==> src/hw/rx_term_link_defines.vh <==
`ifndef RX_TERM_LINK_DEFINES_VH
`define RX_TERM_LINK_DEFINES_VH

// ----------------------------------------------------------------------
// Register port widths
// ----------------------------------------------------------------------
`define ADDR_W            12
`define DATA_W            8

// ----------------------------------------------------------------------
// Register offsets
// ----------------------------------------------------------------------
`define OFS_TERM_CFG_A0   12'h2aa
`define OFS_TERM_CFG_B0   12'h2ab
`define OFS_TERM_CAL_G2   12'h2ae
`define OFS_TERM_CFG_A1   12'h2b1
`define OFS_TERM_CFG_B1   12'h2b2
`define OFS_RX_GEN_CTRL   12'h300
`define OFS_CHK_CMP_0     12'h40e
`define OFS_CHK_CMP_1     12'h416
`define OFS_CHK_CMP_2     12'h41e
`define OFS_CHK_CMP_3     12'h42e
`define OFS_CHK_CMP_4     12'h43e
`define OFS_CHK_CMP_5     12'h446
`define OFS_PACKED_HI     8'h45
`define PACKED_LAST       4'ha
`define PACKED_NUM        11

// ----------------------------------------------------------------------
// Reset values
// ----------------------------------------------------------------------
`define RST_TERM_CFG_A    8'hc3
`define RST_TERM_CFG_B    8'h93
`define RST_ZERO          8'h00

// ----------------------------------------------------------------------
// Field positions in the general receiver control and calibration trigger registers
// ----------------------------------------------------------------------
`define BIT_CHK_MODE      6
`define BIT_LINK_MODE     3
`define BIT_LINK_PAGE     2
`define BIT_LINK_EN1      1
`define BIT_LINK_EN0      0
`define MASK_RX_GEN_CTRL  8'h4f
`define BIT_CAL_TRIGGER   0

// Writable bits of packed config bytes 10 down to 0, others read zero
`define PACKED_MASK       88'h9f_ff_ff_df_ff_1f_ff_9f_7f_ff_ff

`endif

==> src/hw/link_checksum.v <==
`timescale 1ns/1ps

// ----------------------------------------------------------------------
// Link parameter checksum of one link's packed configuration bytes
// ----------------------------------------------------------------------
module link_checksum (
    input  wire [87:0] packed_cfg,
    input  wire        method_sum_bytes,
    output reg  [7:0]  checksum
);

    reg [7:0] byte_sum;
    reg [7:0] field_sum;
    reg [7:0] b [0:10];
    integer   i;

    // Byte view and both sums, each taken modulo 256
    always @* begin
        byte_sum  = 8'h00;
        for (i = 0; i < 11; i = i + 1) begin
            b[i]     = packed_cfg[i*8 +: 8];
            byte_sum = byte_sum + b[i];
        end
        // Sum of individual fields in the standard table order
        field_sum = b[0]                                   // Device id
                  + {4'h0, b[1][3:0]} + {4'h0, b[1][7:4]}  // Bank, adj count
                  + {3'h0, b[2][4:0]}                      // Lane id
                  + {7'h00, b[2][5]} + {7'h00, b[2][6]}    // Phase adj, dir
                  + {3'h0, b[3][4:0]} + {7'h00, b[3][7]}   // Lanes, scramble
                  + b[4]                                   // Octets/frame
                  + {3'h0, b[5][4:0]}                      // Frames/multi
                  + b[6]                                   // Converters
                  + {3'h0, b[7][4:0]} + {6'h00, b[7][7:6]} // Resolution, ctrl
                  + {3'h0, b[8][4:0]} + {5'h00, b[8][7:5]} // Width, subclass
                  + {3'h0, b[9][4:0]} + {5'h00, b[9][7:5]} // Samples, version
                  + {3'h0, b[10][4:0]} + {7'h00, b[10][7]}; // Ctrl words, HD
        if (method_sum_bytes) begin
            checksum = byte_sum;
        end else begin
            checksum = field_sum;
        end
    end

endmodule // link_checksum

==> src/hw/rx_term_link_regs.v <==
// Behaviour
// - Rising edge of lane-group-2 calibration bit calibrates lanes 2-5.
// - Computed checksum is held in six compare registers 0x40E..0x446.
// - Checksum method 0 sums individual link configuration fields.
// - Checksum method 1 sums packed bytes 0x450..0x45A modulo 256.
// - Bit 3 picks single (0) or dual (1) link, reset 0.
// - Bit 2 pages addresses 0x401..0x47E between link 0 and 1.
// - Bits 1:0 enable link 1 and link 0 receivers, set last.
`timescale 1ns/1ps
`include "rx_term_link_defines.vh"

module rx_term_link_regs (
    input  wire              ref_clk,
    input  wire              rst,
    input  wire [11:0]       reg_addr,
    input  wire              reg_wr,
    input  wire [7:0]        reg_wdata,
    input  wire              reg_rd,
    output reg  [7:0]        reg_rdata_ff,
    output reg  [7:0]        term_cfg_a0_ff,
    output reg  [7:0]        term_cfg_b0_ff,
    output reg  [7:0]        term_cfg_a1_ff,
    output reg  [7:0]        term_cfg_b1_ff,
    output reg               lane_group2_cal_start_ff,
    output reg  [1:0]        link_enable_ff,
    output reg               dual_link_ff,
    output reg               checksum_mode_ff,
    output reg               link_page_ff,
    output reg  [7:0]        checksum_link0_ff,
    output reg  [7:0]        checksum_link1_ff
);

    // ------------------------------------------------------------------
    // Storage
    // ------------------------------------------------------------------
    reg  [7:0]  pk0_ff [0:10];   // Packed config, link 0
    reg  [7:0]  pk1_ff [0:10];   // Packed config, link 1
    reg         lane_group2_term_cal_trigger_ff;
    reg         cal_prev_ff;
    reg  [87:0] pk0_flat;
    reg  [87:0] pk1_flat;
    wire [7:0]  chk0;
    wire [7:0]  chk1;
    wire        pk_hit;
    wire [3:0]  pk_idx;
    reg  [7:0]  nxt_rdata;
    reg  [7:0]  pk_mask;
    wire [87:0] pk_mask_all;
    integer     fl_i;        // Flatten loop index
    integer     mk_i;        // Mask loop index
    integer     rs_i;        // Reset loop index

    assign pk_hit = (reg_addr[11:4] == `OFS_PACKED_HI) &&
                    (reg_addr[3:0] <= `PACKED_LAST);
    assign pk_idx = reg_addr[3:0];
    assign pk_mask_all = `PACKED_MASK;

    // Flatten packed bytes for the checksum units
    always @* begin
        pk0_flat = 88'h0;
        pk1_flat = 88'h0;
        for (fl_i = 0; fl_i < `PACKED_NUM; fl_i = fl_i + 1) begin
            pk0_flat[fl_i*8 +: 8] = pk0_ff[fl_i];
            pk1_flat[fl_i*8 +: 8] = pk1_ff[fl_i];
        end
    end

    // Writable bit mask of the addressed packed byte
    always @* begin
        pk_mask = `RST_ZERO;
        for (mk_i = 0; mk_i < `PACKED_NUM; mk_i = mk_i + 1) begin
            if (pk_idx == mk_i[3:0]) begin
                pk_mask = pk_mask_all[mk_i*8 +: 8];
            end
        end
    end

    // ------------------------------------------------------------------
    // Checksum units, one per link
    // ------------------------------------------------------------------
    link_checksum u_chk0 (
        .packed_cfg       (pk0_flat),
        .method_sum_bytes (checksum_mode_ff),
        .checksum         (chk0)
    );

    link_checksum u_chk1 (
        .packed_cfg       (pk1_flat),
        .method_sum_bytes (checksum_mode_ff),
        .checksum         (chk1)
    );

    // ------------------------------------------------------------------
    // Register writes
    // ------------------------------------------------------------------
    // Termination, calibration and control registers
    always @(posedge ref_clk or posedge rst) begin
        if (rst) begin
            term_cfg_a0_ff             <= `RST_TERM_CFG_A;
            term_cfg_b0_ff             <= `RST_TERM_CFG_B;
            term_cfg_a1_ff             <= `RST_TERM_CFG_A;
            term_cfg_b1_ff             <= `RST_TERM_CFG_B;
            lane_group2_term_cal_trigger_ff <= 1'b0;
            checksum_mode_ff           <= 1'b0;
            dual_link_ff               <= 1'b0;
            link_page_ff               <= 1'b0;
            link_enable_ff             <= 2'b00;
        end else if (reg_wr) begin
            case (reg_addr)
                `OFS_TERM_CFG_A0: term_cfg_a0_ff <= reg_wdata;
                `OFS_TERM_CFG_B0: term_cfg_b0_ff <= reg_wdata;
                `OFS_TERM_CFG_A1: term_cfg_a1_ff <= reg_wdata;
                `OFS_TERM_CFG_B1: term_cfg_b1_ff <= reg_wdata;
                `OFS_TERM_CAL_G2: begin
                    // Upper bits are reserved and dropped
                    lane_group2_term_cal_trigger_ff <=
                        reg_wdata[`BIT_CAL_TRIGGER];
                end
                `OFS_RX_GEN_CTRL: begin
                    // Method bit steers both checksum units
                    checksum_mode_ff <= reg_wdata[`BIT_CHK_MODE];
                    dual_link_ff     <= reg_wdata[`BIT_LINK_MODE];
                    link_page_ff     <= reg_wdata[`BIT_LINK_PAGE];
                    link_enable_ff   <=
                        reg_wdata[`BIT_LINK_EN1:`BIT_LINK_EN0];
                end
                default: begin
                end
            endcase
        end
    end

    // Packed configuration bytes, steered by the page bit
    always @(posedge ref_clk or posedge rst) begin
        if (rst) begin
            for (rs_i = 0; rs_i < `PACKED_NUM; rs_i = rs_i + 1) begin
                pk0_ff[rs_i] <= `RST_ZERO;
                pk1_ff[rs_i] <= `RST_ZERO;
            end
        end else if (reg_wr && pk_hit) begin
            if (link_page_ff) begin
                pk1_ff[pk_idx] <= reg_wdata & pk_mask;
            end else begin
                pk0_ff[pk_idx] <= reg_wdata & pk_mask;
            end
        end
    end

    // ------------------------------------------------------------------
    // Calibration trigger edge
    // ------------------------------------------------------------------
    // One-cycle start pulse on a 0 to 1 change of the stored bit only
    always @(posedge ref_clk or posedge rst) begin
        if (rst) begin
            cal_prev_ff              <= 1'b0;
            lane_group2_cal_start_ff <= 1'b0;
        end else begin
            cal_prev_ff              <= lane_group2_term_cal_trigger_ff;
            lane_group2_cal_start_ff <= lane_group2_term_cal_trigger_ff &
                                        ~cal_prev_ff;
        end
    end

    // ------------------------------------------------------------------
    // Checksum compare storage
    // ------------------------------------------------------------------
    // Locally computed checksums are captured every cycle
    always @(posedge ref_clk or posedge rst) begin
        if (rst) begin
            checksum_link0_ff <= `RST_ZERO;
            checksum_link1_ff <= `RST_ZERO;
        end else begin
            checksum_link0_ff <= chk0;
            checksum_link1_ff <= chk1;
        end
    end

    // ------------------------------------------------------------------
    // Read path
    // ------------------------------------------------------------------
    // Read value mux; unmapped addresses read zero
    always @* begin
        nxt_rdata = `RST_ZERO;
        if (pk_hit) begin
            nxt_rdata = link_page_ff ? pk1_ff[pk_idx]
                                     : pk0_ff[pk_idx];
        end else begin
            case (reg_addr)
                `OFS_TERM_CFG_A0: nxt_rdata = term_cfg_a0_ff;
                `OFS_TERM_CFG_B0: nxt_rdata = term_cfg_b0_ff;
                `OFS_TERM_CFG_A1: nxt_rdata = term_cfg_a1_ff;
                `OFS_TERM_CFG_B1: nxt_rdata = term_cfg_b1_ff;
                `OFS_TERM_CAL_G2: begin
                    nxt_rdata = {7'h00,
                                 lane_group2_term_cal_trigger_ff};
                end
                `OFS_RX_GEN_CTRL: begin
                    nxt_rdata = {1'b0, checksum_mode_ff, 2'b00,
                                 dual_link_ff, link_page_ff,
                                 link_enable_ff};
                end
                `OFS_CHK_CMP_0, `OFS_CHK_CMP_1, `OFS_CHK_CMP_2,
                `OFS_CHK_CMP_3, `OFS_CHK_CMP_4, `OFS_CHK_CMP_5: begin
                    nxt_rdata = link_page_ff ? checksum_link1_ff
                                             : checksum_link0_ff;
                end
                default: nxt_rdata = `RST_ZERO;
            endcase
        end
    end

    // Registered read data, held until the next read
    always @(posedge ref_clk or posedge rst) begin
        if (rst) begin
            reg_rdata_ff <= `RST_ZERO;
        end else if (reg_rd) begin
            reg_rdata_ff <= nxt_rdata;
        end
    end

endmodule // rx_term_link_regs

==> config.mk <==
export PLATFORM = sky130hd
export DESIGN_NAME = rx_term_link_regs
export DESIGN_NICKNAME = d
export VERILOG_FILES = /design/src/hw/link_checksum.v /design/src/hw/rx_term_link_regs.v
export VERILOG_INCLUDE_DIRS = /design/src /design/src/hw
export SDC_FILE = /design/constraint.sdc
export NUM_CORES = 1
export LEC_CHECK = 0
export BUFFER_PORTS_ARGS = -buffer_cell sky130_fd_sc_hd__buf_2
export CAP_MARGIN = 0
export CORE_ASPECT_RATIO = 0.7
export CORE_MARGIN = 1.5
export CORE_UTILIZATION = 55
export CTS_CLUSTER_DIAMETER = 200
export DETAILED_ROUTE_END_ITERATION = 16
export HOLD_SLACK_MARGIN = 0.15
export PLACE_DENSITY = 0.72
export SLEW_MARGIN = 20
export SYNTH_ARGS = -nofsm -noshare
export SYNTH_HDL_FRONTEND = slang
export SYNTH_SLANG_ARGS = --single-unit
==> constraint.sdc <==
create_clock -name ref_clk -period 8.2 [get_ports ref_clk]
set_clock_uncertainty 0.1 [all_clocks]
set_input_delay 1.64 -clock ref_clk [delete_from_list [all_inputs] [get_ports ref_clk]]
set_output_delay 1.64 -clock ref_clk [all_outputs]
set_load 0.005 [all_outputs]
---- After elaboration in Yosys (flattened, before gate mapping) ----
Cells that the tools add are included.
storage, ports and cells
  output and inout bits ................... 62
  logic and storage cells ................. 163
  flip-flop bits (word level) ............. 240
  input port bits ......................... 24
cells by class
  magnitude comparators ................... 3
  bitwise gates (word level) .............. 5
  reductions and logical operators ........ 13
  $add $sub $neg .......................... 56
  eq/ne operators ......................... 23
  muxes and demuxes ....................... 27
operator list
  kind                  count
  $add 8x8->8           24
  $bwmux 88             2
  $mux 8                21
  $add 8x5->8           14
  $eq 12x10->1 const B  6
  $eq 12x11->1 const B  6
  $add 8x1->8           8
  $bmux 8 s4            2
  $pmux 8 s7            1
  $add 8x3->8           4
  $add 8x4->8           4
  $demux 8 s4           1
  $add 8x2->8           2
  $eq 4x3->1 const B    4
  $reduce_and 2->1      8
  $eq 4x4->1 const B    3
  $and 8x8->8           1
  $eq 4x2->1 const B    2
  $eq 8x7->1 const B    1
  $reduce_or 6->1       1
  $ge 5x5->1 const B    1
  $lt 5x1->1 const B    1
  $not 4->5             1
  $eq 4x1->1 const B    1
  other kinds (5)       8

---- Logic depth before layout (Yosys ltp) ----
  depth in word-level cells ............... 19
  gate-level depth with buffers ........... 19

---- Cells and area by module ----
From an unflattened synthesis, not the netlist that was laid out.
second synthesis, totals
  cell total of the unflattened synthesis .. 1543
  area, all modules ....................... 18695.4 µm²
by module, submodules not included
  module                  area each (µm²)  instances  seq. area each (µm²)  cells each
  rx_term_link_regs       11160.7          1          6025.8                799
  link_checksum (u_chk0)  3786.1           1          0.0                   377
  link_checksum (u_chk1)  3748.6           1          0.0                   367

---- Least setup slack after synthesis ----
Ideal clock, no wire load.
  path type ............................... register -> register
  from .................................... register pk0_ff[31] in the netlist's numbering
  to ...................................... register checksum_link0_ff[7]
  cell stages (with the launch flop) ...... 19
  data arrival time ....................... 4.776 ns
  buffers on the path ..................... 0
  setup time .............................. 0.135 ns
  clock period less this slack ............ 5.011 ns
  path slack .............................. 3.189 ns
  cell sequence ........................... dfrtp_1 > fa_1 > inv_1 > fa_1 > inv_1 > fa_1 > inv_1 > fa_1 > fa_1 > inv_1 > ha_1 > ha_1 > fa_1 > a21o_1 > a21oi_1 > o21bai_1 > a21oi_1 > xnor2_1 > mux2i_1
between the ends
  cells in the longest elaborated chain, start to end .. 8
  elaborated cells on any way between the ends .. 12
  classes of those cells .................. add/sub (11); mux (1)
ends and longest elaborated chain
  item                             line                     source
  start, declared                  rx_term_link_regs.v:36   reg [7:0] pk0_ff [0:10];
  start signal, assigned by index  rx_term_link_regs.v:137  pk0_ff[rs_i] <= `RST_ZERO;
  start signal, assigned by index  rx_term_link_regs.v:144  pk0_ff[pk_idx] <= reg_wdata & pk_mask;
  $add 8x2->8                      link_checksum.v:33       + {3'h0, b[7][4:0]} + {6'h00, b[7][7:6]}
  $add 8x5->8                      link_checksum.v:34       + {3'h0, b[8][4:0]} + {5'h00, b[8][7:5]}
  $add 8x3->8                      link_checksum.v:34
  $add 8x5->8                      link_checksum.v:35       + {3'h0, b[9][4:0]} + {5'h00, b[9][7:5]}
  $add 8x3->8                      link_checksum.v:35
  $add 8x5->8                      link_checksum.v:36       + {3'h0, b[10][4:0]} + {7'h00, b[10][7]};
  $add 8x1->8                      link_checksum.v:36
  $mux 8 (*)                       link_checksum.v:37       if (method_sum_bytes) begin
  named net chk0[7]                rx_term_link_regs.v:42   wire [7:0] chk0;
  end signal, assigned             rx_term_link_regs.v:170  checksum_link0_ff <= `RST_ZERO;
  end signal, assigned             rx_term_link_regs.v:173  checksum_link0_ff <= chk0;
  end, declared                    rx_term_link_regs.v:29   output reg [7:0] checksum_link0_ff,
Mark *: on every way through the listed nets, which the timed path passes. The rest lies on a longest branch.
A chain may end at the register's enable or synchronous reset.

---- Worst setup path after layout ----
  from .................................... register pk1_ff[31] in the netlist's numbering
  to ...................................... register checksum_link1_ff[7]
between the ends
  cells in the longest elaborated chain, start to end .. 8
  elaborated cells on any way between the ends .. 12
  classes of those cells .................. add/sub (11); mux (1)
ends and longest elaborated chain
  item                             line                     source
  start, declared                  rx_term_link_regs.v:37   reg [7:0] pk1_ff [0:10];
  start signal, assigned by index  rx_term_link_regs.v:138  pk1_ff[rs_i] <= `RST_ZERO;
  start signal, assigned by index  rx_term_link_regs.v:142  pk1_ff[pk_idx] <= reg_wdata & pk_mask;
  $add 8x2->8                      link_checksum.v:33
  $add 8x5->8                      link_checksum.v:34
  $add 8x3->8                      link_checksum.v:34
  $add 8x5->8                      link_checksum.v:35
  $add 8x3->8                      link_checksum.v:35
  $add 8x5->8                      link_checksum.v:36
  $add 8x1->8                      link_checksum.v:36
  $mux 8 (*)                       link_checksum.v:37
  named net chk1[7]                rx_term_link_regs.v:43   wire [7:0] chk1;
  end signal, assigned             rx_term_link_regs.v:171  checksum_link1_ff <= `RST_ZERO;
  end signal, assigned             rx_term_link_regs.v:174  checksum_link1_ff <= chk1;
  end, declared                    rx_term_link_regs.v:30   output reg [7:0] checksum_link1_ff
Marked as above.

==> flow_metrics.tcl <==
set metrics [dict create \
    tns_ns 0 \
    nNetsFinal 1928 \
    most-common-layout-cells "303 x inv_1, 224 x dfrtp_1, 214 x fa_1, 99 x mux2_2, 90 x nand2_1" \
    finalWirelength_mm 50.8 \
    seq_area_frac_synth_pct 33.7 \
    fp.dieW_microns 219 \
    outcome "finished clean" \
    hold_viol 0 \
    drt-initial-drc-count 1347 \
    ys_types 60 \
    vdd_drop_max_uv 157 \
    final_common_cell "inv_1" \
    ant_nets 0 \
    synth_fa_ha_area_share_pct 28.2 \
    num_vias 12300 \
    p_seq_share_pct 45.3 \
    cts_hold_buffers 0 \
    clock_power_share_pct 45.3 \
    avgRoutedWirePerCell_microns 24.4 \
    synth-simple-area-share_pct 6.27 \
    grt_max_degree 121 \
    rsz0062_at_grt "no" \
    ys.flop_type "dfrtp_1" \
    dp_cells 2029 \
    slew_headroom_pct 27.3 \
    p_comb_share_pct 9.4 \
    muxShareOfSynthArea_pct 13.9 \
    cp.arrival_ns 5.58 \
    cts_inserted_buffers 26 \
    place.port_buffers 85 \
    ys_seq_elements 240 \
    p_switching_mw 0.708 \
    synthCells 1564 \
    synth_top_family_by_area "adder cells" \
    p_leak_nw 9.28 \
    finalNonFillerCells 2080 \
    clock_latency_ns 0.56 \
    end_kind "flop" \
    synth_xor_area_share_pct 3.39 \
    grt.total_usage_pct 31.5 \
    dp_hpwl_mm 38.7 \
    drv_slew 0 \
    clkSinkCount 240 \
    tightestPinTransition_ns 1.09 \
    drive_gt1_share_pct 18.6 \
    initial_core_util_pct 55.7 \
    postCtsSetupBuffers 0 \
    globalRouteOverflowTotal 0 \
    syn-mean-instance-area_sq_um 11.4 \
    antenna_found_initial 1 \
    critPathRequiredTime_ns 8.49 \
    crit_path_start "pk1_ff[31]" \
    synth.cell_area_sq_um 17900 \
    die_h_microns 154 \
    finalSetupViolCount 0 \
    core_area_sq_um 32100 \
    r2r_start "pk1_ff[31]" \
    clockBufferDepth 3 \
    maxCapViolations 0 \
    clk_pin_slew_ns 0.07 \
    switching_share_pct 26.3 \
    gp_congestion 0.931 \
    grt_pass1_wl_mm 78.0 \
    p_int_mw 1.98 \
    ios 86 \
    crit_fanout 4 \
    cts_tree "done" \
    fmax_mhz 189 \
    placementRows 55 \
    synth_nets 1862 \
    fin_crit_ns 5.29 \
    ys_async_sr_fraction_pct 100 \
    cts_resized 0 \
    grt_pass1_vias 12500 \
    synth-edff-count 0 \
    worst_hold_path_type "flop to flop" \
    fin_crit_sh_pct 64.6 \
    syn_to_final_growth_pct 9.52 \
    vias_per_cell 5.92 \
    dieArea_sq_um 33600 \
    top_regs "pk0_ff: 88 flops, pk1_ff: 88 flops" \
    drcViolationCount 0 \
    start_kind "flop" \
    synth-compound-area-share_pct 6.92 \
    hp-start "cal_prev_ff" \
    power_density_nw_per_um2 137 \
    first_pass_iters 6 \
    h-tree-depth 1 \
    path_class "flop to flop" \
    cts-root-buf "clkbuf_16" \
    ys.warnings.count 0 \
]
-- metal layers --
| layer | wire length (microns) | global-route usage, % |
|---|---|---|
| met3 | 5700 | 8.92 |
| met4 | 831 | 5.25 |
| met5 | 63 | 2.32 |
| met2 | 21600 | 44.6 |
| met1 | 22600 | 48.6 |
-- cell usage after synthesis, types with 13 or more instances --
cell type  instances  area [sq um]
inv_1            304          1140
dfrtp_1          224          5610
fa_1             214          4280
mux2_2            99          1110
nand2_1           90           338
mux2i_1           86           861
o21ai_0           75           375
ha_1              60           751
xnor2_1           54           473
nor2_1            43           161
clkbuf_1          42           158
a21oi_1           31           155
a22oi_1           23           173
mux4_2            23           518
dfstp_2           16           420
nor2b_1           13          81.3
-- per-stage QoR --
step | cell area [sq um] | power [mW] | util, % | worst slack [ns] | hold slack (ns)
floorplan | 17900 | 1.38 | - | 3.19 | 0.278
global placement | 18700 | 1.48 | 58.2 | 3.01 | 0.281
detailed placement | 18700 | 1.49 | 58.2 | 2.94 | 0.299
CTS | 19600 | 2.69 | 60.9 | 2.89 | 0.303
global route | 19600 | 2.76 | 60.9 | 2.59 | 0.310
finish | 19600 | 2.69 | 61.0 | 2.91 | 0.295
-- critical path, stage by stage (launching register included) --
cell and delay, ns:
dfrtp_1 0.44, fa_1 0.56, inv_1 0.05, fa_1 0.49, inv_1 0.05, fa_1 0.53
inv_1 0.05, fa_1 0.45, fa_1 0.50, inv_1 0.05, ha_1 0.27, ha_1 0.22
fa_1 0.46, a21o_1 0.17, a21oi_1 0.21, o21bai_1 0.09, a21oi_1 0.20, xnor2_1 0.14
mux2i_1 0.10
-- area by class of cell --
type,count,area [sq um]
fill,2523,12500
multi-input combinational,963,10500
sequential,240,6030
inverter,305,1150
clock buffer,36,739
tap,427,534
timing repair buffer,94,505
clock inverter,12,120
antenna,3,7.51
-- worst paths after layout --
path	endpoint	slack (ns)	cells past startpoint
min in group asynchronous	link_enable_ff[1]	1.05	2
min reg2reg	lane_group2_cal_start_ff	0.30	1
max	checksum_link1_ff[7]	2.91	18
min	lane_group2_cal_start_ff	0.30	1
max reg2reg	checksum_link1_ff[7]	2.91	18
max in group asynchronous	pk1_ff[7]	5.70	3
-- power groups by stage --
stage               Sequential (mW)  Clock [mW]  Combinational, mW
finish                         1.22        1.22              0.252
global route                   1.22        1.27              0.274
CTS                            1.22        1.22              0.248
detailed placement             1.24           0              0.247
global placement               1.24           0              0.244
floorplan                      1.23           0              0.153
-- cells by family after synthesis --
family / after synthesis
adders and majority gates: 274
buffers and inverters: 361
xor gates and xnor gates: 66
muxes: 208
AOI/OAI and AO/OA: 194
DFF: 240
and+or+nand+nor: 221
Note: power is estimated with default switching activity, not from simulation.
